**src/flrc_pkg.sv**
```systemverilog
// Constants for the loop reference and free-run control block.
// Assumes a 10-bit register index bus with 16-bit data.
package flrc_pkg;
  localparam int ADDR_W = 10;
  localparam int DATA_W = 16;
  localparam int CODE_W = 6;
  localparam int ACC_W = 8;

  // Register indices
  localparam logic [9:0] LOOP1_CTRL_ONE_ADDR = 10'h220;
  localparam logic [9:0] LOOP1_CTRL_FIVE_ADDR = 10'h224;
  localparam logic [9:0] LOOP1_STATUS_ADDR = 10'h228;
  localparam logic [9:0] LOOP2_CTRL_ONE_ADDR = 10'h240;
  localparam logic [9:0] LOOP2_CTRL_FIVE_ADDR = 10'h244;
  localparam logic [9:0] LOOP2_FRAC_DENOM_ADDR = 10'h246;
  localparam logic [9:0] LOOP2_FRAC_MODE_ADDR = 10'h247;
  localparam logic [9:0] LOOP2_STATUS_ADDR = 10'h248;

  // Control one fields
  localparam int ENABLE_BIT = 0;
  localparam int OSC_ENABLE_BIT = 1;
  // Control five fields
  localparam int BYPASS_BIT = 15;
  localparam int CODE_MSB = 12;
  localparam int CODE_LSB = 7;
  localparam int FORCED_BIT = 6;
  localparam int PREDIV_MSB = 4;
  localparam int PREDIV_LSB = 3;
  localparam int SOURCE_MSB = 1;
  localparam int SOURCE_LSB = 0;
  // Fraction mode fields
  localparam int FRAC_EN_BIT = 0;
  localparam int FRAC_RSV_MSB = 2;
  localparam int FRAC_RSV_LSB = 1;
  // Status fields
  localparam int STAT_RUN_BIT = 8;

  // Reset values
  localparam logic [5:0] FORCED_CODE_RST = 6'h19;
  localparam logic [1:0] FRAC_RSV_VAL = 2'h3;
  localparam logic [15:0] FRAC_DENOM_RST = 16'h0000;
  localparam logic [1:0] PREDIV_RST = 2'h0;
  localparam logic [1:0] SOURCE_RST = 2'h0;

  // Reference source codes
  typedef enum logic [1:0] {
    FLRC_SRC_MCLK_ONE = 2'h0,
    FLRC_SRC_MCLK_TWO = 2'h1,
    FLRC_SRC_FRAME = 2'h2,
    FLRC_SRC_BIT = 2'h3
  } flrc_src_t;

  // Pin synchroniser slots
  localparam int PIN_MASTER_CLOCK_ONE = 0;
  localparam int PIN_MASTER_CLOCK_TWO = 1;
  localparam int PIN_FCLK1 = 2;
  localparam int PIN_BCLK1 = 3;
  localparam int PIN_FCLK2 = 4;
  localparam int PIN_BIT_CLOCK_TWO = 5;
  localparam int PIN_N = 6;
endpackage : flrc_pkg

```
**src/flrc_loop.sv**
```systemverilog
// One frequency-locked loop: reference select, pre-divide, digital
// oscillator with tracking or forced code, and bypass output.
// Assumes all clock level inputs are already synchronised.
`timescale 1ns/1ps
module flrc_loop (
  input wire logic i_clk,
  input wire logic i_rst_b,
  input wire logic [3:0] i_ref_lvl,
  input wire logic i_byp_lvl,
  input wire logic i_enable,
  input wire logic i_osc_enable,
  input wire logic i_bypass,
  input wire logic i_forced_sel,
  input wire logic [flrc_pkg::CODE_W-1:0] i_forced_code,
  input wire logic [1:0] i_prediv,
  input wire logic [1:0] i_source,
  output logic o_clk,
  output logic o_ref_tick,
  output logic [flrc_pkg::CODE_W-1:0] o_osc_code,
  output logic o_running
);
  import flrc_pkg::*;

  logic sel_lvl;
  logic prev_reg;
  logic sel_edge;
  logic [2:0] div_cnt_reg;
  logic [2:0] div_limit;
  logic tick_now;
  logic [ACC_W-1:0] acc_reg;
  logic msb_prev_reg;
  logic [1:0] nco_cnt_reg;
  logic running;

  assign sel_lvl = i_ref_lvl[i_source];
  assign sel_edge = sel_lvl & ~prev_reg;
  // Codes 0..3 give divide by 1, 2, 4, 8
  assign div_limit = 3'((4'h1 << i_prediv) - 4'h1);
  assign tick_now = i_enable & sel_edge & (div_cnt_reg >= div_limit);
  // Free-run needs the oscillator enable with forced control
  assign running = i_enable | (i_osc_enable & i_forced_sel);

  always_ff @(posedge i_clk or negedge i_rst_b) begin
    if (!i_rst_b) begin
      prev_reg <= 1'b0;
    end else begin
      prev_reg <= sel_lvl;
    end
  end

  always_ff @(posedge i_clk or negedge i_rst_b) begin
    if (!i_rst_b) begin
      div_cnt_reg <= 3'h0;
      o_ref_tick <= 1'b0;
    end else begin
      o_ref_tick <= tick_now;
      if (!i_enable || tick_now) begin
        div_cnt_reg <= 3'h0;
      end else if (sel_edge) begin
        div_cnt_reg <= div_cnt_reg + 3'h1;
      end
    end
  end

  // Oscillator; a stopped reference just freezes the code
  always_ff @(posedge i_clk or negedge i_rst_b) begin
    if (!i_rst_b) begin
      acc_reg <= '0;
      msb_prev_reg <= 1'b0;
      o_running <= 1'b0;
    end else begin
      o_running <= running;
      msb_prev_reg <= acc_reg[ACC_W-1];
      if (!running) begin
        acc_reg <= '0;
      end else begin
        acc_reg <= acc_reg + ACC_W'(o_osc_code);
      end
    end
  end

  always_ff @(posedge i_clk or negedge i_rst_b) begin
    if (!i_rst_b) begin
      o_osc_code <= FORCED_CODE_RST;
      nco_cnt_reg <= 2'h0;
    end else if (i_forced_sel) begin
      o_osc_code <= i_forced_code;
      nco_cnt_reg <= 2'h0;
    end else if (tick_now) begin
      nco_cnt_reg <= 2'h0;
      // Step toward one oscillator cycle per reference tick
      if (nco_cnt_reg == 2'h0 && o_osc_code != '1) begin
        o_osc_code <= o_osc_code + 6'h01;
      end else if (nco_cnt_reg > 2'h1 && o_osc_code != '0) begin
        o_osc_code <= o_osc_code - 6'h01;
      end
    end else if (acc_reg[ACC_W-1] && !msb_prev_reg && nco_cnt_reg != 2'h3) begin
      nco_cnt_reg <= nco_cnt_reg + 2'h1;
    end
  end

  always_ff @(posedge i_clk or negedge i_rst_b) begin
    if (!i_rst_b) begin
      o_clk <= 1'b0;
    end else if (i_bypass) begin
      o_clk <= i_byp_lvl;
    end else begin
      o_clk <= acc_reg[ACC_W-1];
    end
  end
endmodule : flrc_loop

```
**src/flrc_top.sv**
```systemverilog
// Register file and pin front end for two frequency-locked loops.
// Assumes a single-cycle register port and free-running reference pins.
// Overview of operation
// - Loop two bypass takes its output from bit clock two directly.
// - Pre-divider codes 00..11 divide the reference by 1, 2, 4, 8.
// - Loop two source codes pick master one, master two, frame two, bit two.
// - Sixteen-bit denominator register, plain integer, resets to zero.
// - Fractional-mode bit: clear is integer, set is fractional; resets clear.
// - A running loop keeps a steady output after its reference stops.
// - Each loop has an oscillator enable at bit 1, reset clear.
// - Forced-control select at bit 6 makes the oscillator follow the code.
// - Six-bit forced code in bits 12:7, any value, resets to 19h.
//
// The address-and-strobe port is this design's own decision.
`timescale 1ns/1ps
module flrc_top (
  input wire logic I_REF_CLK,
  input wire logic I_RST_B,
  input wire logic [flrc_pkg::ADDR_W-1:0] I_ADDR,
  input wire logic [flrc_pkg::DATA_W-1:0] I_WDATA,
  input wire logic I_WR,
  input wire logic I_RD,
  output logic [flrc_pkg::DATA_W-1:0] O_RDATA,
  input wire logic I_MASTER_CLOCK_ONE,
  input wire logic I_MASTER_CLOCK_TWO,
  input wire logic I_FRAME_CLOCK_ONE,
  input wire logic I_BIT_CLOCK_ONE,
  input wire logic I_FRAME_CLOCK_TWO,
  input wire logic I_BIT_CLOCK_TWO,
  output logic O_LOOP1_CLK,
  output logic O_LOOP2_CLK,
  output logic O_LOOP1_REF_TICK,
  output logic O_LOOP2_REF_TICK,
  output logic [flrc_pkg::CODE_W-1:0] O_LOOP1_OSC_CODE,
  output logic [flrc_pkg::CODE_W-1:0] O_LOOP2_OSC_CODE,
  output logic O_LOOP2_FRAC_MODE,
  output logic [flrc_pkg::DATA_W-1:0] O_LOOP2_FRAC_DENOM
);
  import flrc_pkg::*;

  logic [PIN_N-1:0] pin_raw;
  logic [PIN_N-1:0] sync1_reg;
  logic [PIN_N-1:0] sync2_reg;
  logic [1:0][DATA_W-1:0] loop_rdata;
  logic [1:0] loop_hit;
  logic [1:0] loop_clk;
  logic [1:0] loop_tick;
  logic [1:0][CODE_W-1:0] loop_code;
  logic [1:0] loop_run;
  logic [1:0] loop_en;
  logic [1:0] loop_forced;
  logic [1:0] loop_bypass;
  logic [1:0] loop_osc_en;
  logic [1:0][CODE_W-1:0] loop_fcode;
  logic [1:0][1:0] loop_prediv;
  logic [1:0][1:0] loop_source;
  logic [DATA_W-1:0] rdata_next;

  assign pin_raw = {I_BIT_CLOCK_TWO, I_FRAME_CLOCK_TWO, I_BIT_CLOCK_ONE,
                    I_FRAME_CLOCK_ONE, I_MASTER_CLOCK_TWO,
                    I_MASTER_CLOCK_ONE};

  // Reference pins are asynchronous to the control clock
  genvar gp;
  generate
    for (gp = 0; gp < PIN_N; gp++) begin : g_sync
      always_ff @(posedge I_REF_CLK or negedge I_RST_B) begin
        if (!I_RST_B) begin
          sync1_reg[gp] <= 1'b0;
          sync2_reg[gp] <= 1'b0;
        end else begin
          sync1_reg[gp] <= pin_raw[gp];
          sync2_reg[gp] <= sync1_reg[gp];
        end
      end
    end
  endgenerate

  // Both loops share one structure; only bases and pins differ
  genvar gl;
  generate
    for (gl = 0; gl < 2; gl++) begin : g_loop
      localparam logic [9:0] ONE_A = (gl == 0) ? LOOP1_CTRL_ONE_ADDR
                                               : LOOP2_CTRL_ONE_ADDR;
      localparam logic [9:0] FIVE_A = (gl == 0) ? LOOP1_CTRL_FIVE_ADDR
                                                : LOOP2_CTRL_FIVE_ADDR;
      localparam logic [9:0] STAT_A = (gl == 0) ? LOOP1_STATUS_ADDR
                                                : LOOP2_STATUS_ADDR;
      localparam int FRM = (gl == 0) ? PIN_FCLK1 : PIN_FCLK2;
      localparam int BIT = (gl == 0) ? PIN_BCLK1 : PIN_BIT_CLOCK_TWO;
      logic enable_reg;
      logic osc_en_reg;
      logic bypass_reg;
      logic forced_reg;
      logic [CODE_W-1:0] fcode_reg;
      logic [1:0] prediv_reg;
      logic [1:0] source_reg;
      logic [3:0] cand;
      logic [DATA_W-1:0] rdata_loc;
      logic hit_loc;

      assign cand = {sync2_reg[BIT], sync2_reg[FRM], sync2_reg[PIN_MASTER_CLOCK_TWO],
                     sync2_reg[PIN_MASTER_CLOCK_ONE]};

      always_ff @(posedge I_REF_CLK or negedge I_RST_B) begin
        if (!I_RST_B) begin
          enable_reg <= 1'b0;
          osc_en_reg <= 1'b0;
        end else if (I_WR && I_ADDR == ONE_A) begin
          enable_reg <= I_WDATA[ENABLE_BIT];
          osc_en_reg <= I_WDATA[OSC_ENABLE_BIT];
        end
      end

      always_ff @(posedge I_REF_CLK or negedge I_RST_B) begin
        if (!I_RST_B) begin
          bypass_reg <= 1'b0;
          forced_reg <= 1'b0;
          fcode_reg <= FORCED_CODE_RST;
          prediv_reg <= PREDIV_RST;
          source_reg <= SOURCE_RST;
        end else if (I_WR && I_ADDR == FIVE_A) begin
          bypass_reg <= I_WDATA[BYPASS_BIT];
          forced_reg <= I_WDATA[FORCED_BIT];
          fcode_reg <= I_WDATA[CODE_MSB:CODE_LSB];
          prediv_reg <= I_WDATA[PREDIV_MSB:PREDIV_LSB];
          source_reg <= I_WDATA[SOURCE_MSB:SOURCE_LSB];
        end
      end

      // Local result per loop, so each shared vector has one writer per bit
      always_comb begin
        rdata_loc = '0;
        hit_loc = 1'b1;
        if (I_ADDR == ONE_A) begin
          rdata_loc[ENABLE_BIT] = enable_reg;
          rdata_loc[OSC_ENABLE_BIT] = osc_en_reg;
        end else if (I_ADDR == FIVE_A) begin
          rdata_loc[BYPASS_BIT] = bypass_reg;
          rdata_loc[CODE_MSB:CODE_LSB] = fcode_reg;
          rdata_loc[FORCED_BIT] = forced_reg;
          rdata_loc[PREDIV_MSB:PREDIV_LSB] = prediv_reg;
          rdata_loc[SOURCE_MSB:SOURCE_LSB] = source_reg;
        end else if (I_ADDR == STAT_A) begin
          rdata_loc[STAT_RUN_BIT] = loop_run[gl];
          rdata_loc[CODE_W-1:0] = loop_code[gl];
        end else begin
          hit_loc = 1'b0;
        end
      end

      assign loop_rdata[gl] = rdata_loc;
      assign loop_hit[gl] = hit_loc;
      assign loop_en[gl] = enable_reg;
      assign loop_forced[gl] = forced_reg;
      assign loop_bypass[gl] = bypass_reg;
      assign loop_osc_en[gl] = osc_en_reg;
      assign loop_fcode[gl] = fcode_reg;
      assign loop_prediv[gl] = prediv_reg;
      assign loop_source[gl] = source_reg;

      flrc_loop flrc_loop_inst (
        .i_clk(I_REF_CLK),
        .i_rst_b(I_RST_B),
        .i_ref_lvl(cand),
        .i_byp_lvl(sync2_reg[BIT]),
        .i_enable(enable_reg),
        .i_osc_enable(osc_en_reg),
        .i_bypass(bypass_reg),
        .i_forced_sel(forced_reg),
        .i_forced_code(fcode_reg),
        .i_prediv(prediv_reg),
        .i_source(source_reg),
        .o_clk(loop_clk[gl]),
        .o_ref_tick(loop_tick[gl]),
        .o_osc_code(loop_code[gl]),
        .o_running(loop_run[gl])
      );
    end
  endgenerate

  assign O_LOOP1_CLK = loop_clk[0];
  assign O_LOOP2_CLK = loop_clk[1];
  assign O_LOOP1_REF_TICK = loop_tick[0];
  assign O_LOOP2_REF_TICK = loop_tick[1];
  assign O_LOOP1_OSC_CODE = loop_code[0];
  assign O_LOOP2_OSC_CODE = loop_code[1];

  // Fractional controls of loop two
  always_ff @(posedge I_REF_CLK or negedge I_RST_B) begin
    if (!I_RST_B) begin
      O_LOOP2_FRAC_DENOM <= FRAC_DENOM_RST;
    end else if (I_WR && I_ADDR == LOOP2_FRAC_DENOM_ADDR) begin
      O_LOOP2_FRAC_DENOM <= I_WDATA;
    end
  end

  // Reserved bits ignore writes and always read back as 11
  always_ff @(posedge I_REF_CLK or negedge I_RST_B) begin
    if (!I_RST_B) begin
      O_LOOP2_FRAC_MODE <= 1'b0;
    end else if (I_WR && I_ADDR == LOOP2_FRAC_MODE_ADDR) begin
      O_LOOP2_FRAC_MODE <= I_WDATA[FRAC_EN_BIT];
    end
  end

  always_comb begin
    rdata_next = '0;
    if (I_ADDR == LOOP2_FRAC_DENOM_ADDR) begin
      rdata_next = O_LOOP2_FRAC_DENOM;
    end else if (I_ADDR == LOOP2_FRAC_MODE_ADDR) begin
      rdata_next[FRAC_RSV_MSB:FRAC_RSV_LSB] = FRAC_RSV_VAL;
      rdata_next[FRAC_EN_BIT] = O_LOOP2_FRAC_MODE;
    end else if (loop_hit[0]) begin
      rdata_next = loop_rdata[0];
    end else if (loop_hit[1]) begin
      rdata_next = loop_rdata[1];
    end
  end

  // Data valid only in the cycle after the read strobe
  always_ff @(posedge I_REF_CLK or negedge I_RST_B) begin
    if (!I_RST_B) begin
      O_RDATA <= '0;
    end else if (I_RD) begin
      O_RDATA <= rdata_next;
    end else begin
      O_RDATA <= '0;
    end
  end

  // Helpers watching the same synced levels as the loops
  logic [1:0] ref2_prev_reg;
  always_ff @(posedge I_REF_CLK or negedge I_RST_B) begin
    if (!I_RST_B) begin
      ref2_prev_reg <= 2'h0;
    end else begin
      ref2_prev_reg <= {sync2_reg[PIN_BIT_CLOCK_TWO], sync2_reg[PIN_FCLK2]};
    end
  end

  logic [2:0] pin_prev_reg;
  always_ff @(posedge I_REF_CLK or negedge I_RST_B) begin
    if (!I_RST_B) begin
      pin_prev_reg <= 3'h0;
    end else begin
      pin_prev_reg <= {sync2_reg[PIN_BCLK1], sync2_reg[PIN_MASTER_CLOCK_TWO],
                       sync2_reg[PIN_MASTER_CLOCK_ONE]};
    end
  end

  bypass_out_a: assert property (@(posedge I_REF_CLK) disable iff (!I_RST_B)
    $past(loop_bypass[1]) |-> O_LOOP2_CLK == $past(sync2_reg[PIN_BIT_CLOCK_TWO]))
    else $error("loop two bypass output not following bit clock");

  prediv_one_a: assert property (@(posedge I_REF_CLK) disable iff (!I_RST_B)
    (loop_en[1] && loop_prediv[1] == 2'h0 && loop_source[1] == 2'h3 &&
     sync2_reg[PIN_BIT_CLOCK_TWO] && !ref2_prev_reg[1] && $stable(loop_source[1]))
    |=> O_LOOP2_REF_TICK)
    else $error("undivided reference edge gave no tick");

  prediv_eight_a: assert property (@(posedge I_REF_CLK) disable iff (!I_RST_B)
    (O_LOOP2_REF_TICK && loop_prediv[1] == 2'h3 && $stable(loop_prediv[1]))
    |=> !O_LOOP2_REF_TICK [*8])
    else $error("divide by eight ticks too close");

  source_frame_a: assert property (@(posedge I_REF_CLK) disable iff (!I_RST_B)
    (loop_en[1] && loop_prediv[1] == 2'h0 && loop_source[1] == 2'h2 &&
     sync2_reg[PIN_FCLK2] && !ref2_prev_reg[0] && $stable(loop_source[1]))
    |=> O_LOOP2_REF_TICK)
    else $error("frame clock two edge not used as reference");

  denom_write_a: assert property (@(posedge I_REF_CLK) disable iff (!I_RST_B)
    (I_WR && I_ADDR == LOOP2_FRAC_DENOM_ADDR)
    |=> O_LOOP2_FRAC_DENOM == $past(I_WDATA))
    else $error("denominator write not stored");

  frac_mode_a: assert property (@(posedge I_REF_CLK) disable iff (!I_RST_B)
    (I_RD && I_ADDR == LOOP2_FRAC_MODE_ADDR)
    |=> O_RDATA == {13'h0000, FRAC_RSV_VAL, $past(O_LOOP2_FRAC_MODE)})
    else $error("fraction mode readback wrong");

  code_hold_a: assert property (@(posedge I_REF_CLK) disable iff (!I_RST_B)
    (!loop_forced[1] && !$past(loop_forced[1]) && !O_LOOP2_REF_TICK)
    |-> $stable(O_LOOP2_OSC_CODE))
    else $error("oscillator code moved without a reference tick");

  forced_code_a: assert property (@(posedge I_REF_CLK) disable iff (!I_RST_B)
    $past(loop_forced[0]) |-> O_LOOP1_OSC_CODE == $past(loop_fcode[0]))
    else $error("forced code not applied to loop one");

  osc_off_a: assert property (@(posedge I_REF_CLK) disable iff (!I_RST_B)
    (!loop_bypass[1] && !loop_en[1] && !loop_osc_en[1]) [*3]
    |-> !O_LOOP2_CLK)
    else $error("loop two oscillator runs while disabled");

  code_read_a: assert property (@(posedge I_REF_CLK) disable iff (!I_RST_B)
    (I_RD && I_ADDR == LOOP1_CTRL_FIVE_ADDR)
    |=> O_RDATA[CODE_MSB:CODE_LSB] == $past(loop_fcode[0]))
    else $error("forced code field readback wrong");

  frac_write_a: assert property (@(posedge I_REF_CLK) disable iff (!I_RST_B)
    (I_WR && I_ADDR == LOOP2_FRAC_MODE_ADDR)
    |=> O_LOOP2_FRAC_MODE == $past(I_WDATA[FRAC_EN_BIT]))
    else $error("fractional mode write not stored");

  osc_en_read_a: assert property (@(posedge I_REF_CLK) disable iff (!I_RST_B)
    (I_RD && I_ADDR == LOOP2_CTRL_ONE_ADDR)
    |=> O_RDATA[OSC_ENABLE_BIT] == $past(loop_osc_en[1]))
    else $error("oscillator enable readback wrong");

  forced_two_a: assert property (@(posedge I_REF_CLK) disable iff (!I_RST_B)
    $past(loop_forced[1]) |-> O_LOOP2_OSC_CODE == $past(loop_fcode[1]))
    else $error("forced code not applied to loop two");

  mclk_one_src_a: assert property (@(posedge I_REF_CLK) disable iff (!I_RST_B)
    (loop_en[1] && loop_prediv[1] == 2'h0 && loop_source[1] == 2'h0 &&
     sync2_reg[PIN_MASTER_CLOCK_ONE] && !pin_prev_reg[0] && $stable(loop_source[1]))
    |=> O_LOOP2_REF_TICK)
    else $error("master clock one edge not used as reference");

  mclk_two_src_a: assert property (@(posedge I_REF_CLK) disable iff (!I_RST_B)
    (loop_en[1] && loop_prediv[1] == 2'h0 && loop_source[1] == 2'h1 &&
     sync2_reg[PIN_MASTER_CLOCK_TWO] && !pin_prev_reg[1] && $stable(loop_source[1]))
    |=> O_LOOP2_REF_TICK)
    else $error("master clock two edge not used as reference");

  loop1_bit_src_a: assert property (@(posedge I_REF_CLK) disable iff (!I_RST_B)
    (loop_en[0] && loop_prediv[0] == 2'h0 && loop_source[0] == 2'h3 &&
     sync2_reg[PIN_BCLK1] && !pin_prev_reg[2] && $stable(loop_source[0]))
    |=> O_LOOP1_REF_TICK)
    else $error("loop one not using bit clock one");

  prediv_two_a: assert property (@(posedge I_REF_CLK) disable iff (!I_RST_B)
    (O_LOOP2_REF_TICK && loop_prediv[1] == 2'h1 && $stable(loop_prediv[1]))
    |=> !O_LOOP2_REF_TICK [*3])
    else $error("divide by two ticks too close");

  tick_gate_a: assert property (@(posedge I_REF_CLK) disable iff (!I_RST_B)
    !loop_en[1] |=> !O_LOOP2_REF_TICK)
    else $error("tick while loop two disabled");
endmodule : flrc_top

```
**config.mk**
```make
export PLATFORM = sky130hd
export DESIGN_NAME = flrc_top
export DESIGN_NICKNAME = d
export VERILOG_FILES = /design/src/flrc_pkg.sv /design/src/flrc_loop.sv /design/src/flrc_top.sv
export SDC_FILE = /design/constraint.sdc
export NUM_CORES = 1
export LEC_CHECK = 0
export BUFFER_PORTS_ARGS = -buffer_cell sky130_fd_sc_hd__buf_2
export CAP_MARGIN = 10
export CORE_UTILIZATION = 45
export DETAILED_ROUTE_END_ITERATION = 10
export GPL_TIMING_DRIVEN = 0
export SLEW_MARGIN = 25
export SYNTH_ARGS = -nofsm -noshare
export SYNTH_HDL_FRONTEND = slang
export SYNTH_SLANG_ARGS = --single-unit
```
**constraint.sdc**
```tcl
create_clock -name I_REF_CLK -period 3.21 [get_ports I_REF_CLK]
set_clock_uncertainty 0.15 [all_clocks]
set_input_delay 0.321 -clock I_REF_CLK [delete_from_list [all_inputs] [get_ports I_REF_CLK]]
set_output_delay 0.321 -clock I_REF_CLK [all_outputs]
set_load 0.01 [all_outputs]
```
Word-level counts from Yosys, hierarchy flattened:

Cells that the tools add are included.

* $add $sub $neg: 12
* magnitude comparators: 6
* eq/ne operators: 12
* shifts and indexed selects: 2
* muxes and demuxes: 64
* bitwise gates (word level): 12
* reductions and logical operators: 34

Operators by type and width (count)
* 10-bit equality test, second input constant: 8
* 16-bit 2-to-1 mux: 4
* 6-bit 2-to-1 mux: 10
* 2-bit 2-to-1 mux: 14
* 1-bit 2-to-1 mux: 22
* 11-bit 2-to-1 mux: 2
* 8-bit by 6-bit adder with 8-bit output: 2
* 8-bit 2-to-1 mux: 2
* 3-bit 2-to-1 mux: 5
* 1-bit logical AND: 14
* 13-bit 2-to-1 mux: 1
* 6-bit by 1-bit adder with 6-bit output, second input constant: 2
* 6-bit inequality test, second input constant: 2
* 3-bit nonzero test: 4
* 6-bit nonzero test: 2
* 6-bit by 1-bit subtractor with 6-bit output, second input constant: 2
* 1-bit bitwise AND: 8
* 4-bit 2-to-1 mux: 2
* 2-bit nonzero test: 4
* 3-bit by 1-bit adder with 3-bit output, second input constant: 2
* 3-bit greater-or-equal comparator: 2
* 2-bit by 3-bit less-than comparator with 1-bit output, second input constant: 2
* 1-bit by 2-bit left shift with 3-bit output, first input constant: 2
* 3-bit by 1-bit subtractor with 3-bit output, second input constant: 2
* 10 further kinds: 22

* flip-flop bits (word level): 121
* input bits: 36
* output and inout port bits: 49
* logic and storage cells: 189

Longest topological paths before layout:

Gate-level depths: netlist (run 1).

* word-level depth: 9
* gate-level depth with buffers: 10
* mapped depth without buffers: 10

Hierarchy:

From an unflattened synthesis (run 1), not the netlist that was laid out.

* cell total of the unflattened synthesis: 551
* area total of the unflattened synthesis: 6394.9 um2

Modules (own cells, without submodules)
* flrc_top: times used 1, cells an instance 249, area each 3274.4 um2, sequential area each 1834.3 um2
* flrc_loop: times used 2, cells an instance 151, area each 1560.2 um2, sequential area each 604.3 um2

Worst setup path before layout (run 1):

OpenSTA, ideal clock, no wires.

* path kind: reg-to-reg
* from: register g_loop[0].flrc_loop_inst.o_osc_code[0] in the netlist's numbering
* to: register g_loop[0].flrc_loop_inst.o_osc_code[5] in the netlist's numbering
* setup time: 0.069 ns
* arrival time: 2.335 ns
* required time: 2.991 ns
* path slack: 0.655 ns
* cell stages (with the launch flop): 10
* path buffers: 0
* clock period less this slack: 2.555 ns
* cell sequence: dfstp_2 > nand4_1 > o21a_1 > inv_1 > ha_1 > o21ai_0 > o21a_1 > or3_1 > a2111o_1 > nand3_1

* word-level cells in the longest chain between the ends: 5
* elaborated cells between the ends (all ways): 12
* those cells by class: add/sub (2); eq/ne (1); mux (4); reduce/logical (5)

Ends and longest elaborated chain
* from (decl): RTL line flrc_loop.sv:19 `output logic [flrc_pkg::CODE_W-1:0] o_osc_code,`
* from (signal assigned): RTL line flrc_loop.sv:87 `o_osc_code <= i_forced_code;`
* from (signal assigned): RTL line flrc_loop.sv:93 `o_osc_code <= o_osc_code + 6'h01;`
* from (signal assigned): RTL line flrc_loop.sv:95 `o_osc_code <= o_osc_code - 6'h01;`
* 6-bit by 1-bit subtractor with 6-bit output / 6-bit inequality test (equally long branches): RTL line flrc_loop.sv:95, flrc_loop.sv:92
* 6-bit 2-to-1 mux / 1-bit logical AND (equally long branches): RTL line flrc_loop.sv:94, flrc_loop.sv:92
* 6-bit 2-to-1 mux: RTL line flrc_loop.sv:92 `if (nco_cnt_reg == 2'h0 && o_osc_code != '1) begin`
* 6-bit 2-to-1 mux: RTL line flrc_loop.sv:89 `end else if (tick_now) begin`
* 6-bit 2-to-1 mux: RTL line flrc_loop.sv:86 `end else if (i_forced_sel) begin`

Several ways; a longest one is shown, not always the timed one. The select of a mux whose other input is x is not followed.
A chain may end at the register's enable or synchronous reset.

Worst setup path in the final report (run 1):

Ends and elaborated chain as after synthesis.

==> reports/metrics.csv, run 1 <==
stage,metric,value,unit
status,status,"complete, no violations",
synthesis,synth_flop_cell,dfrtp_1,
sta,worst_pin_slew,0.600,ns
sta,setup_viol,0,
power,power.density,477,nW/um^2
sta,slew_headroom,0.600,
placement,dp_slack,0.432,ns
die,row_count,42,
power,power,3590,uW
worst_setup_path,ff2ff_path_depth,9,
sta,fin_ws,0.401,ns
synthesis,syn_nets,618,
clocking,ctsLongestPathBuffers,2,
worst_setup_path,r2r_slack,0.40,ns
sta,maxSlewViolCount,0,
synthesis,synth_top_area_frac,0.443,
global_routing,grt_start_max_net_pins,72,
die,dieWidth,119,um
clocking,cts_tree,yes,
power,p_leak,0.00378,uW
die,start_util,0.464,
sta,finalSetupTns,0,ns
clocking,clkTransAtPathRegs,0.06,ns
synthesis,yosys_warnings,0,
finish,final_common_cell,dfrtp_1,
finish,final_core_util,0.566,
worst_setup_path,path_class,reg -> reg,
sta,fmax,356,MHz
placement,gp_congestion,0.830,
global_routing,antenna_found_initial,1,
synthesis,ys_types,59,
global_routing,grt_usage,0.228,
worst_setup_path,required,3.41,ns
clocking,cts_max_level,4,
worst_setup_path,worstSetupStartpointType,flip-flop,
die,core_area,13300,sq um
finish,layout-drive-gt1-share,0.293,
global_routing,grt_pass1_wl,24400,um
synthesis,synthArstFlopShare,1.00,
global_routing,grt.overflow.total,0,
sta,period_share,0.875,
hold_path,whs_endpoint,g_loop[1].bypass_reg$_DFFE_PN0P_,
hold_path,whs_path_depth,2,
clocking,cts_buffers,17,
synthesis,synth_top_cell_by_area,dfrtp_1,
synthesis,synth_area_leaders,"dfrtp_1 44%, mux2_2 8.4%, ha_1 6.9%, dfstp_2 5.1%, o21ai_0 3.0%",
sta,min_period,2.81,ns
run,max-cap-violations,0,
drt,drt_first_pass_iters,4,
clocking,insertion_delay,0.41,ns
die,die_h,119,um
synthesis,yosysSeqAreaShare,0.494,
global_routing,grt_pass1_vias,4574,
drt,wl_per_cell,17.7,um
clocking,post_cts_buffers,0,
drt,totalWireLength,15000,um
hold_path,hold_class,in -> reg,
synthesis,postSynthAreaPerCell,11.3,sq um
clocking,cts.sinks,121,
drt,ant_nets,0,
drt,vias,4593,
drt,drcViolationCount,0,
synthesis,netlist_area,6160,sq um
worst_setup_path,cp-end-kind,flip-flop,
hold_path,holdCritStartpoint,I_WDATA[15],
die,pin_count,85,
drt,via_per_inst,5.41,
placement,dpl.hpwl,11000,um
worst_setup_path,arrival,3.01,ns
synthesis,ys_seq_elements,121,
clocking,cts-root-buf,clkbuf_16,
finish,final_nets,733,
placement,io_buffers,84,
drt,drt_iter0_markers,295,
sta,hold_viol,0,
power,ir_worst_vdd,0.000477,V
worst_setup_path,cp_max_fo,9,
synthesis,synth_edf_count,0,
finish,layout_common_cells,"109 x dfrtp_1, 92 x buf_2, 46 x mux2_2",
finish,area_delta_synth_final,22.1,%
die,dieArea,14200,sq um
worst_setup_path,r2r-end,g_loop[0].flrc_loop_inst.o_osc_code[5]$_DFFE_PN0P_,
sta,rsz0062_at_grt,false,
synthesis,synthCells,544,
worst_setup_path,timing.rr.start,g_loop[0].flrc_loop_inst.o_osc_code[0]$_DFFE_PN1P_,
worst max-delay path by stage:
stage,start,end,slack [ns],cells after the start
floorplan,g_loop[0].flrc_loop_inst.o_osc_code[0]$_DFFE_PN1P_,g_loop[0].flrc_loop_inst.o_osc_code[5]$_DFFE_PN0P_,0.66,9
global placement,I_RST_B,g_loop[0].flrc_loop_inst.acc_reg[6]$_DFF_PN0_,0.15,1
detailed placement,g_loop[0].flrc_loop_inst.o_osc_code[0]$_DFFE_PN1P_,g_loop[0].flrc_loop_inst.o_osc_code[5]$_DFFE_PN0P_,0.43,9
CTS,g_loop[0].flrc_loop_inst.o_osc_code[0]$_DFFE_PN1P_,g_loop[0].flrc_loop_inst.o_osc_code[5]$_DFFE_PN0P_,0.40,9
global route,g_loop[0].flrc_loop_inst.o_osc_code[0]$_DFFE_PN1P_,g_loop[0].flrc_loop_inst.o_osc_code[5]$_DFFE_PN0P_,0.23,9
finish,g_loop[0].flrc_loop_inst.o_osc_code[0]$_DFFE_PN1P_,g_loop[0].flrc_loop_inst.o_osc_code[5]$_DFFE_PN0P_,0.40,9
synth_stat cells (8+ instances only):
library cell,n
a22oi_1,13
xnor2_1,15
o21ai_0,37
mux2i_1,16
dfstp_2,12
nand3_1,9
clkbuf_1,10
nand2b_1,9
a21o_1,8
dfrtp_1,109
nor2b_1,9
a21oi_1,25
and2_1,10
nand2_1,42
ha_1,34
nor2_1,22
nor3_1,9
inv_1,20
mux2_2,46
buf_2,9
cells by family after synthesis:
| kind of cell | Yosys count | synth area share |
|---|---|---|
| AO/OA/AOI/OAI | 119 | 0.127 |
| multiplexers | 64 | 0.117 |
| buffers and inverters | 43 | 0.0311 |
| AND/OR/NAND/NOR | 140 | 0.122 |
| adder cells (fa/ha/maj) | 38 | 0.0820 |
| flip-flops | 121 | 0.494 |
| XOR/XNOR | 19 | 0.0270 |
metrics by stage:
step / hold slack (ns) / cell area [sq um] / std cells
after floorplan: -0.125 / 6160 / 544
after global placement: 0.183 / 6800 / 804
after detailed placement: 0.106 / 6840 / 805
after CTS: 0.0121 / 7520 / 848
after global routing: 0.0216 / 7530 / 849
final: 0.0250 / 7530 / 849
critical path: stages (launching register included):
cell and delay, ns:
dfstp_2 0.69, nand4_1 0.11, o21a_1 0.23, inv_1 0.20
ha_1 0.26, o21ai_0 0.11, o21a_1 0.18, or3_1 0.37
a2111o_1 0.37, nand3_1 0.07
layout make-up:
cell class                 instances  area, sq um
fill                            1164         5770
sequential                       121         3040
multi-input combinational        380         2930
timing repair buffer              96          568
clock buffer                      21          450
tap                              176          220
clock inverter                    11          123
buffer                            22          113
inverter                          21         78.8
antenna                            1         2.50
repair_timing:
item	4_1_cts	5_1_grt
hold buffers	11	0
resized for setup	0	0
endpoints found under the hold margin	60	0
metal layers:
layer	part of all wire	track usage	up-vias
met4	0.013	0.0688	0
met2	0.46	0.353	132
li1	-	-	2189
met3	0.053	0.0536	16
met5	0	0	-
met1	0.47	0.316	2256
report_power, final:
group / switching [uW] / internal, uW
clock network: 680 / 1160
registers: 24.0 / 1550
logic: 102 / 71.9
Note: power is estimated with default switching activity, not from simulation.
==> run 2: changes to the inputs <==
--- a/config.mk
+++ b/config.mk
@@ -10,6 +10,7 @@
 export CORE_UTILIZATION = 45
 export DETAILED_ROUTE_END_ITERATION = 10
 export GPL_TIMING_DRIVEN = 0
+export PLACE_DENSITY = 0.64
 export SLEW_MARGIN = 25
 export SYNTH_ARGS = -nofsm -noshare
 export SYNTH_HDL_FRONTEND = slang
==> run 2 against run 1 <==
  * Routed wire length up 0.40%
  * Critical path depth unchanged
  * Register-to-register slack about the same
  * Critical endpoint unchanged
  * Largest power group unchanged
  * Critical path type unchanged
  * Cell area up 0.86%
==> reports/metrics.csv, run 2 (same netlist as run 1, synthesis figures left out) <==
stage,metric,value,unit,change
drt,highest_layer,met4,,
global_routing,antenna_found_initial,0,,-1
placement,dpl.hpwl,10800,um,-2.4%
clocking,cts.sinks,121,,unchanged
global_routing,grt_start_max_net_pins,65,,-9.7%
power,ir_worst_vdd,0.000410,V,-14%
die,pin_count,85,,unchanged
clocking,cts_buffers,17,,unchanged
clocking,hold_buffers,12,,+1
hold_path,hold_class,in -> reg,,
worst_setup_path,path_class,reg -> reg,,
global_routing,grt.overflow.total,0,,unchanged
clocking,cts_max_level,4,,unchanged
sta,slew_headroom,0.569,,-0.0314
die,row_count,42,,unchanged
sta,fmax,357,MHz,+0.20%
clocking,cts_resized,0,,unchanged
finish,layout_common_cells,"109 x dfrtp_1, 92 x buf_2, 46 x mux2_2",,
worst_setup_path,cp-end-kind,flip-flop,,
drt,route.met2.wl,7210,um,+3.4%
sta,min_period,2.80,ns,-0.00551 ns
finish,final_common_cell,dfrtp_1,,
sta,finalSetupTns,0,ns,unchanged
clocking,post_cts_buffers,0,,unchanged
drt,drt_iter0_markers,304,,+3.1%
clocking,cts-root-buf,clkbuf_16,,
drt,wl_per_cell,17.7,um,+0.40%
global_routing,grt_pass1_vias,4759,,+4.0%
worst_setup_path,cp_max_fo,9,,unchanged
power,power.density,500,nW/um^2,+4.8%
drt,drt_first_pass_iters,5,,+1
sta,fin_ws,0.406,ns,+0.00551 ns
placement,io_buffers,84,,unchanged
worst_setup_path,timing.rr.start,g_loop[0].flrc_loop_inst.o_osc_code[0]$_DFFE_PN1P_,,
sta,rsz0062_at_grt,false,,
hold_path,holdCritStartpoint,I_WDATA[6],,
clocking,clkTransAtPathRegs,0.06,ns,about the same
sta,setup_viol,0,,unchanged
sta,maxSlewViolCount,0,,unchanged
clocking,ctsLongestPathBuffers,2,,unchanged
finish,area_delta_synth_final,23.2,%,
sta,hold_viol,0,,unchanged
worst_setup_path,ff2ff_path_depth,9,,unchanged
worst_setup_path,r2r_slack,0.41,ns,about the same
finish,diodes,0,,-1
hold_path,whs_endpoint,g_loop[1].forced_reg$_DFFE_PN0P_,,
die,start_util,0.464,,unchanged
worst_setup_path,required,3.42,ns,about the same
drt,drcViolationCount,0,,unchanged
run,max-cap-violations,0,,unchanged
status,status,"complete, no violations",,
sta,worst_pin_slew,0.642,ns,+0.0422 ns
clocking,cts_tree,yes,,
sta,period_share,0.873,,-0.00172
drt,vias,4626,,+0.72%
placement,dp_slack,0.420,ns,-0.0126 ns
drt,ant_nets,0,,unchanged
die,dieWidth,119,um,unchanged
global_routing,grt_pass1_wl,24300,um,-0.26%
worst_setup_path,r2r-end,g_loop[0].flrc_loop_inst.o_osc_code[5]$_DFFE_PN0P_,,
die,core_area,13300,sq um,unchanged
power,p_leak,0.00381,uW,+0.90%
drt,m1WireLength,6800,um,-3.3%
worst_setup_path,arrival,3.01,ns,about the same
finish,final_nets,734,,+0.14%
finish,layout-drive-gt1-share,0.294,,+0.00105
die,die_h,119,um,unchanged
hold_path,whs_path_depth,2,,unchanged
worst_setup_path,worstSetupStartpointType,flip-flop,,
placement,gp_congestion,0.862,,+3.8%
clocking,insertion_delay,0.43,ns,+0.02 ns
drt,wl_met3,761,um,-5.1%
drt,via_per_inst,5.45,,+0.72%
global_routing,grt_usage,0.228,,about the same
drt,totalWireLength,15100,um,+0.40%
die,dieArea,14200,sq um,unchanged
## run 2: layer usage
metal | global-route usage | vias up
met5 | 0 | -
met4 | 0.0949 | 0
met3 | 0.0469 | 25
met2 | 0.378 | 129
met1 | 0.289 | 2294
li1 | - | 2178
## run 2: area by class of cell
cell class / instances / area [sq um]
Buffer: 22 / 113
Clock buffer: 21 / 460
Clock inverter: 11 / 170
Fill cell: 1163 / 5700
Inverter: 21 / 78.8
Multi-Input combinational cell: 380 / 2930
Sequential cell: 121 / 3040
Tap cell: 176 / 220
Timing Repair Buffer: 97 / 578
## run 2: stage by stage
step	utilization	power, uW	instances	hold WS (ns)	cell area, sq um
finish	0.571	3790	849	0.00992	7590
global route	0.571	3910	849	0.0195	7590
CTS	0.571	3830	849	0.00178	7590
detailed placement	0.515	1770	805	0.125	6840
global placement	0.512	1760	804	0.182	6800
floorplan	-	1660	544	-0.125	6160
## run 2: worst max path at each step
stage                                                                  start                                            endpoint  cells after the start
after floorplan           g_loop[0].flrc_loop_inst.o_osc_code[0]$_DFFE_PN1P_  g_loop[0].flrc_loop_inst.o_osc_code[5]$_DFFE_PN0P_                      9
after global placement                                               I_RST_B       g_loop[0].flrc_loop_inst.acc_reg[3]$_DFF_PN0_                      1
after detailed placement  g_loop[0].flrc_loop_inst.o_osc_code[0]$_DFFE_PN1P_  g_loop[0].flrc_loop_inst.o_osc_code[5]$_DFFE_PN0P_                      9
after CTS                 g_loop[0].flrc_loop_inst.o_osc_code[0]$_DFFE_PN1P_  g_loop[0].flrc_loop_inst.o_osc_code[5]$_DFFE_PN0P_                      9
after global routing      g_loop[0].flrc_loop_inst.o_osc_code[0]$_DFFE_PN1P_  g_loop[0].flrc_loop_inst.o_osc_code[5]$_DFFE_PN0P_                      9
final                     g_loop[0].flrc_loop_inst.o_osc_code[0]$_DFFE_PN1P_  g_loop[0].flrc_loop_inst.o_osc_code[5]$_DFFE_PN0P_                      9
## run 2: critical path: stages, from the launching register on
cell	delay, ns
dfstp_2	0.67
nand4_1	0.12
o21a_1	0.24
inv_1	0.19
ha_1	0.25
o21ai_0	0.12
o21a_1	0.18
or3_1	0.38
a2111o_1	0.38
nand3_1	0.07
## run 2: power breakdown
part | total [uW] | switching [uW] | internal (uW)
registers | 1580 | 24.3 | 1550
clock network | 2040 | 705 | 1340
logic | 174 | 102 | 72.6
==> run 3: changes to the inputs <==
--- a/config.mk
+++ b/config.mk
@@ -7,10 +7,11 @@
 export LEC_CHECK = 0
 export BUFFER_PORTS_ARGS = -buffer_cell sky130_fd_sc_hd__buf_2
 export CAP_MARGIN = 10
+export CORE_MARGIN = 5
 export CORE_UTILIZATION = 45
 export DETAILED_ROUTE_END_ITERATION = 10
 export GPL_TIMING_DRIVEN = 0
-export PLACE_DENSITY = 0.64
+export PLACE_DENSITY = 0.66
 export SLEW_MARGIN = 25
 export SYNTH_ARGS = -nofsm -noshare
 export SYNTH_HDL_FRONTEND = slang
==> constraint.sdc (replaced) <==
create_clock -name I_REF_CLK -period 2.5 [get_ports I_REF_CLK]
set_clock_uncertainty 0.15 [all_clocks]
set_input_delay 0.25 -clock I_REF_CLK [delete_from_list [all_inputs] [get_ports I_REF_CLK]]
set_output_delay 0.25 -clock I_REF_CLK [all_outputs]
set_load 0.01 [all_outputs]
==> run 3 against run 2 <==
  * The flow now finishes with violations (setup timing)
  * Cell area grew 5.0%
  * Sequential cell count is the same
  * Largest cell class unchanged
  * Total power grew 25%
  * Die area grew 14%
  * Setup slack lost 0.48 ns
  * Maximum frequency grew 8.8%
  * Clock power grew 20%
  * First-iteration DRC count grew 5.9%
  * Critical endpoint is now g_loop[1].flrc_loop_inst.o_osc_code[5]$_DFFE_PN0P_
  * Combinational power grew 51%
  * Utilization grew 2.6 points
==> reports/metrics.csv, run 3 (same netlist as run 1, synthesis figures left out) <==
stage,metric,value,unit,change
status,status,"finished, violations left",,
status,violations,setup timing,,
sta,rsz0062_at_grt,true,,
power,power,4730,uW,+25%
global_routing,antenna_found_initial,0,,unchanged
die,start_util,0.462,,-0.00183
global_routing,grt_usage,0.208,,-0.0198
sta,fmax,388,MHz,+8.8%
drt,vias,4850,,+4.8%
worst_setup_path,required,2.70,ns,-0.72 ns
finish,layout-drive-gt1-share,0.341,,+0.0471
finish,diodes,0,,unchanged
clocking,cts.sinks,121,,unchanged
finish,area_delta_synth_final,29.4,%,
hold_path,holdCritStartpoint,I_WDATA[0],,
worst_setup_path,cp-end-kind,flip-flop,,
worst_setup_path,path_class,reg -> reg,,
placement,dpl.hpwl,11200,um,+3.8%
finish,seq_area,3050,sq um,+0.21%
sta,finalSetupTns,-0.0770,ns,-0.0770 ns
power,pwr-share-clk,0.519,,-0.019
hold_path,whs_path_depth,2,,unchanged
clocking,cts_max_level,4,,unchanged
sta,maxSlewViolCount,0,,unchanged
worst_setup_path,timing.rr.start,g_loop[1].flrc_loop_inst.nco_cnt_reg[1]$_DFFE_PN0P_,,
drt,drt_first_pass_iters,5,,unchanged
drt,wl_per_cell,18.3,um,+3.2%
sta,period_share,1.03,,+0.157
finish,final.fill_count,1098,,-5.6%
clocking,cts-root-buf,clkbuf_16,,
placement,dp_cells,805,,unchanged
sta,min_period,2.58,ns,-0.227 ns
die,dieWidth,127,um,+6.7%
die,core_area,13300,sq um,+0.39%
sta,worst_pin_slew,0.698,ns,+0.0558 ns
power,p_leak,0.00396,uW,+3.9%
die,dieArea,16100,sq um,+14%
power,ir_worst_vdd,0.000486,V,+18%
hold_path,hold_class,in -> reg,,
finish,fin_cells,885,,+4.2%
clocking,insertion_delay,0.41,ns,-0.02 ns
worst_setup_path,arrival,2.77,ns,-0.24 ns
power,power.density,593,nW/um^2,+19%
clocking,cts_buffers,17,,unchanged
placement,dp_slack,-0.212,ns,-0.631 ns
worst_setup_path,ff2ff_path_depth,10,,+1
global_routing,grt_pass1_vias,5038,,+5.9%
global_routing,grt.overflow.total,0,,unchanged
power,power_frac_comb,0.055,,+0.009
clocking,ctsLongestPathBuffers,2,,unchanged
worst_setup_path,worstSetupStartpointType,flip-flop,,
worst_setup_path,cp_max_fo,7,,-2
sta,setup_viol,1,,+1
clocking,cts_tree,yes,,
clocking,clkTransAtPathRegs,0.05,ns,about the same
sta,hold_viol,0,,unchanged
run,max-cap-violations,0,,unchanged
power,p_int,3710,uW,+25%
die,pin_count,85,,unchanged
drt,via_per_inst,5.48,,+0.58%
drt,totalWireLength,16200,um,+7.6%
placement,gp_congestion,0.856,,-0.64%
die,row_count,42,,unchanged
sta,hold_slack,0.0146,ns,+0.00468 ns
placement,io_buffers,84,,unchanged
power,p_sw,1020,uW,+22%
power,swShare,0.215,,-0.00439
finish,final_nets,770,,+4.9%
finish,final_common_cell,dfrtp_1,,
worst_setup_path,worstSetupStartpoint,g_loop[1].flrc_loop_inst.nco_cnt_reg[1]$_DFFE_PN0P_,,
sta,slew_headroom,0.531,,-0.0375
global_routing,grt_pass1_wl,25900,um,+6.8%
power,p_seq_frac,0.426,,+0.010
global_routing,grt_start_max_net_pins,73,,+12%
drt,ant_nets,0,,unchanged
die,die_h,127,um,+6.7%
drt,drt_iter0_markers,322,,+5.9%
sta,fin_ws,-0.0770,ns,-0.483 ns
finish,layout_common_cells,"104 x dfrtp_1, 92 x buf_2, 46 x mux2_2",,
drt,drcViolationCount,0,,unchanged
finish,multi_input_area,3040,sq um,+3.6%
[run 3: path summary, 6_finish.rpt]
check | endpoint | slack [ns]
worst max-delay path | g_loop[1].flrc_loop_inst.o_osc_code[5]$_DFFE_PN0P_ | -0.08
worst min-delay path | g_loop[1].source_reg[0]$_DFFE_PN0P_ | 0.01
worst max register to register | g_loop[1].flrc_loop_inst.o_osc_code[5]$_DFFE_PN0P_ | -0.08
worst min register to register | g_loop[1].cand[3]$_DFF_PN0_ | 0.19
max in group asynchronous | g_loop[0].flrc_loop_inst.o_osc_code[4]$_DFFE_PN1P_ | 1.31
min in group asynchronous | g_loop[1].flrc_loop_inst.acc_reg[2]$_DFF_PN0_ | 0.18
[run 3: worst max-delay path, cell delays in order (launching register included)]
cell	delay, ns
dfrtp_1	0.39
inv_2	0.09
ha_1	0.15
o21a_1	0.20
inv_4	0.09
ha_4	0.30
o21ai_0	0.12
o21a_1	0.21
or3_4	0.37
a2111o_1	0.37
nand3_1	0.07
[run 3: power groups by stage]
stage / Combinational (uW) / Sequential [uW] / Clock [uW]
after floorplan: 86.2 / 2050 / 0
after global placement: 199 / 2060 / 0
after detailed placement: 212 / 2060 / 0
after CTS: 261 / 2010 / 2500
after global routing: 291 / 2020 / 2590
final: 262 / 2010 / 2450
[run 3: what timing repair did]
item                                   4_1_cts  5_1_grt
endpoints found under the hold margin      124        0
pin swaps                                    2        3
gates cloned                                 0        0
setup endpoints to repair                    2        3
gates resized for setup                     16       10
hold buffers                                23        0
setup buffers                               15       10
[run 3: layout make-up]
class                      instances  share of cell area
sequential                       121               0.382
multi-input combinational        380               0.381
tap                              176              0.0276
clock inverter                     9              0.0154
buffer                            22              0.0141
timing repair buffer             133               0.110
inverter                          21              0.0111
clock buffer                      23              0.0587
[run 3: through the flow]
step | area [sq um] | utilization
2_1_floorplan | 6160 | -
3_3_place_gp | 6800 | 0.510
3_5_place_dp | 6840 | 0.513
4_1_cts | 7850 | 0.588
5_1_grt | 7970 | 0.597
6_report | 7970 | 0.597
[run 3: metal layers]
metal | track usage | part of all wire | up-vias | wire [um]
li1 | - | - | 2260 | -
met1 | 0.270 | 0.44 | 2416 | 7110
met2 | 0.336 | 0.49 | 142 | 7870
met3 | 0.0438 | 0.049 | 32 | 790
met4 | 0.0959 | 0.027 | 0 | 437
met5 | 0 | 0 | - | 0
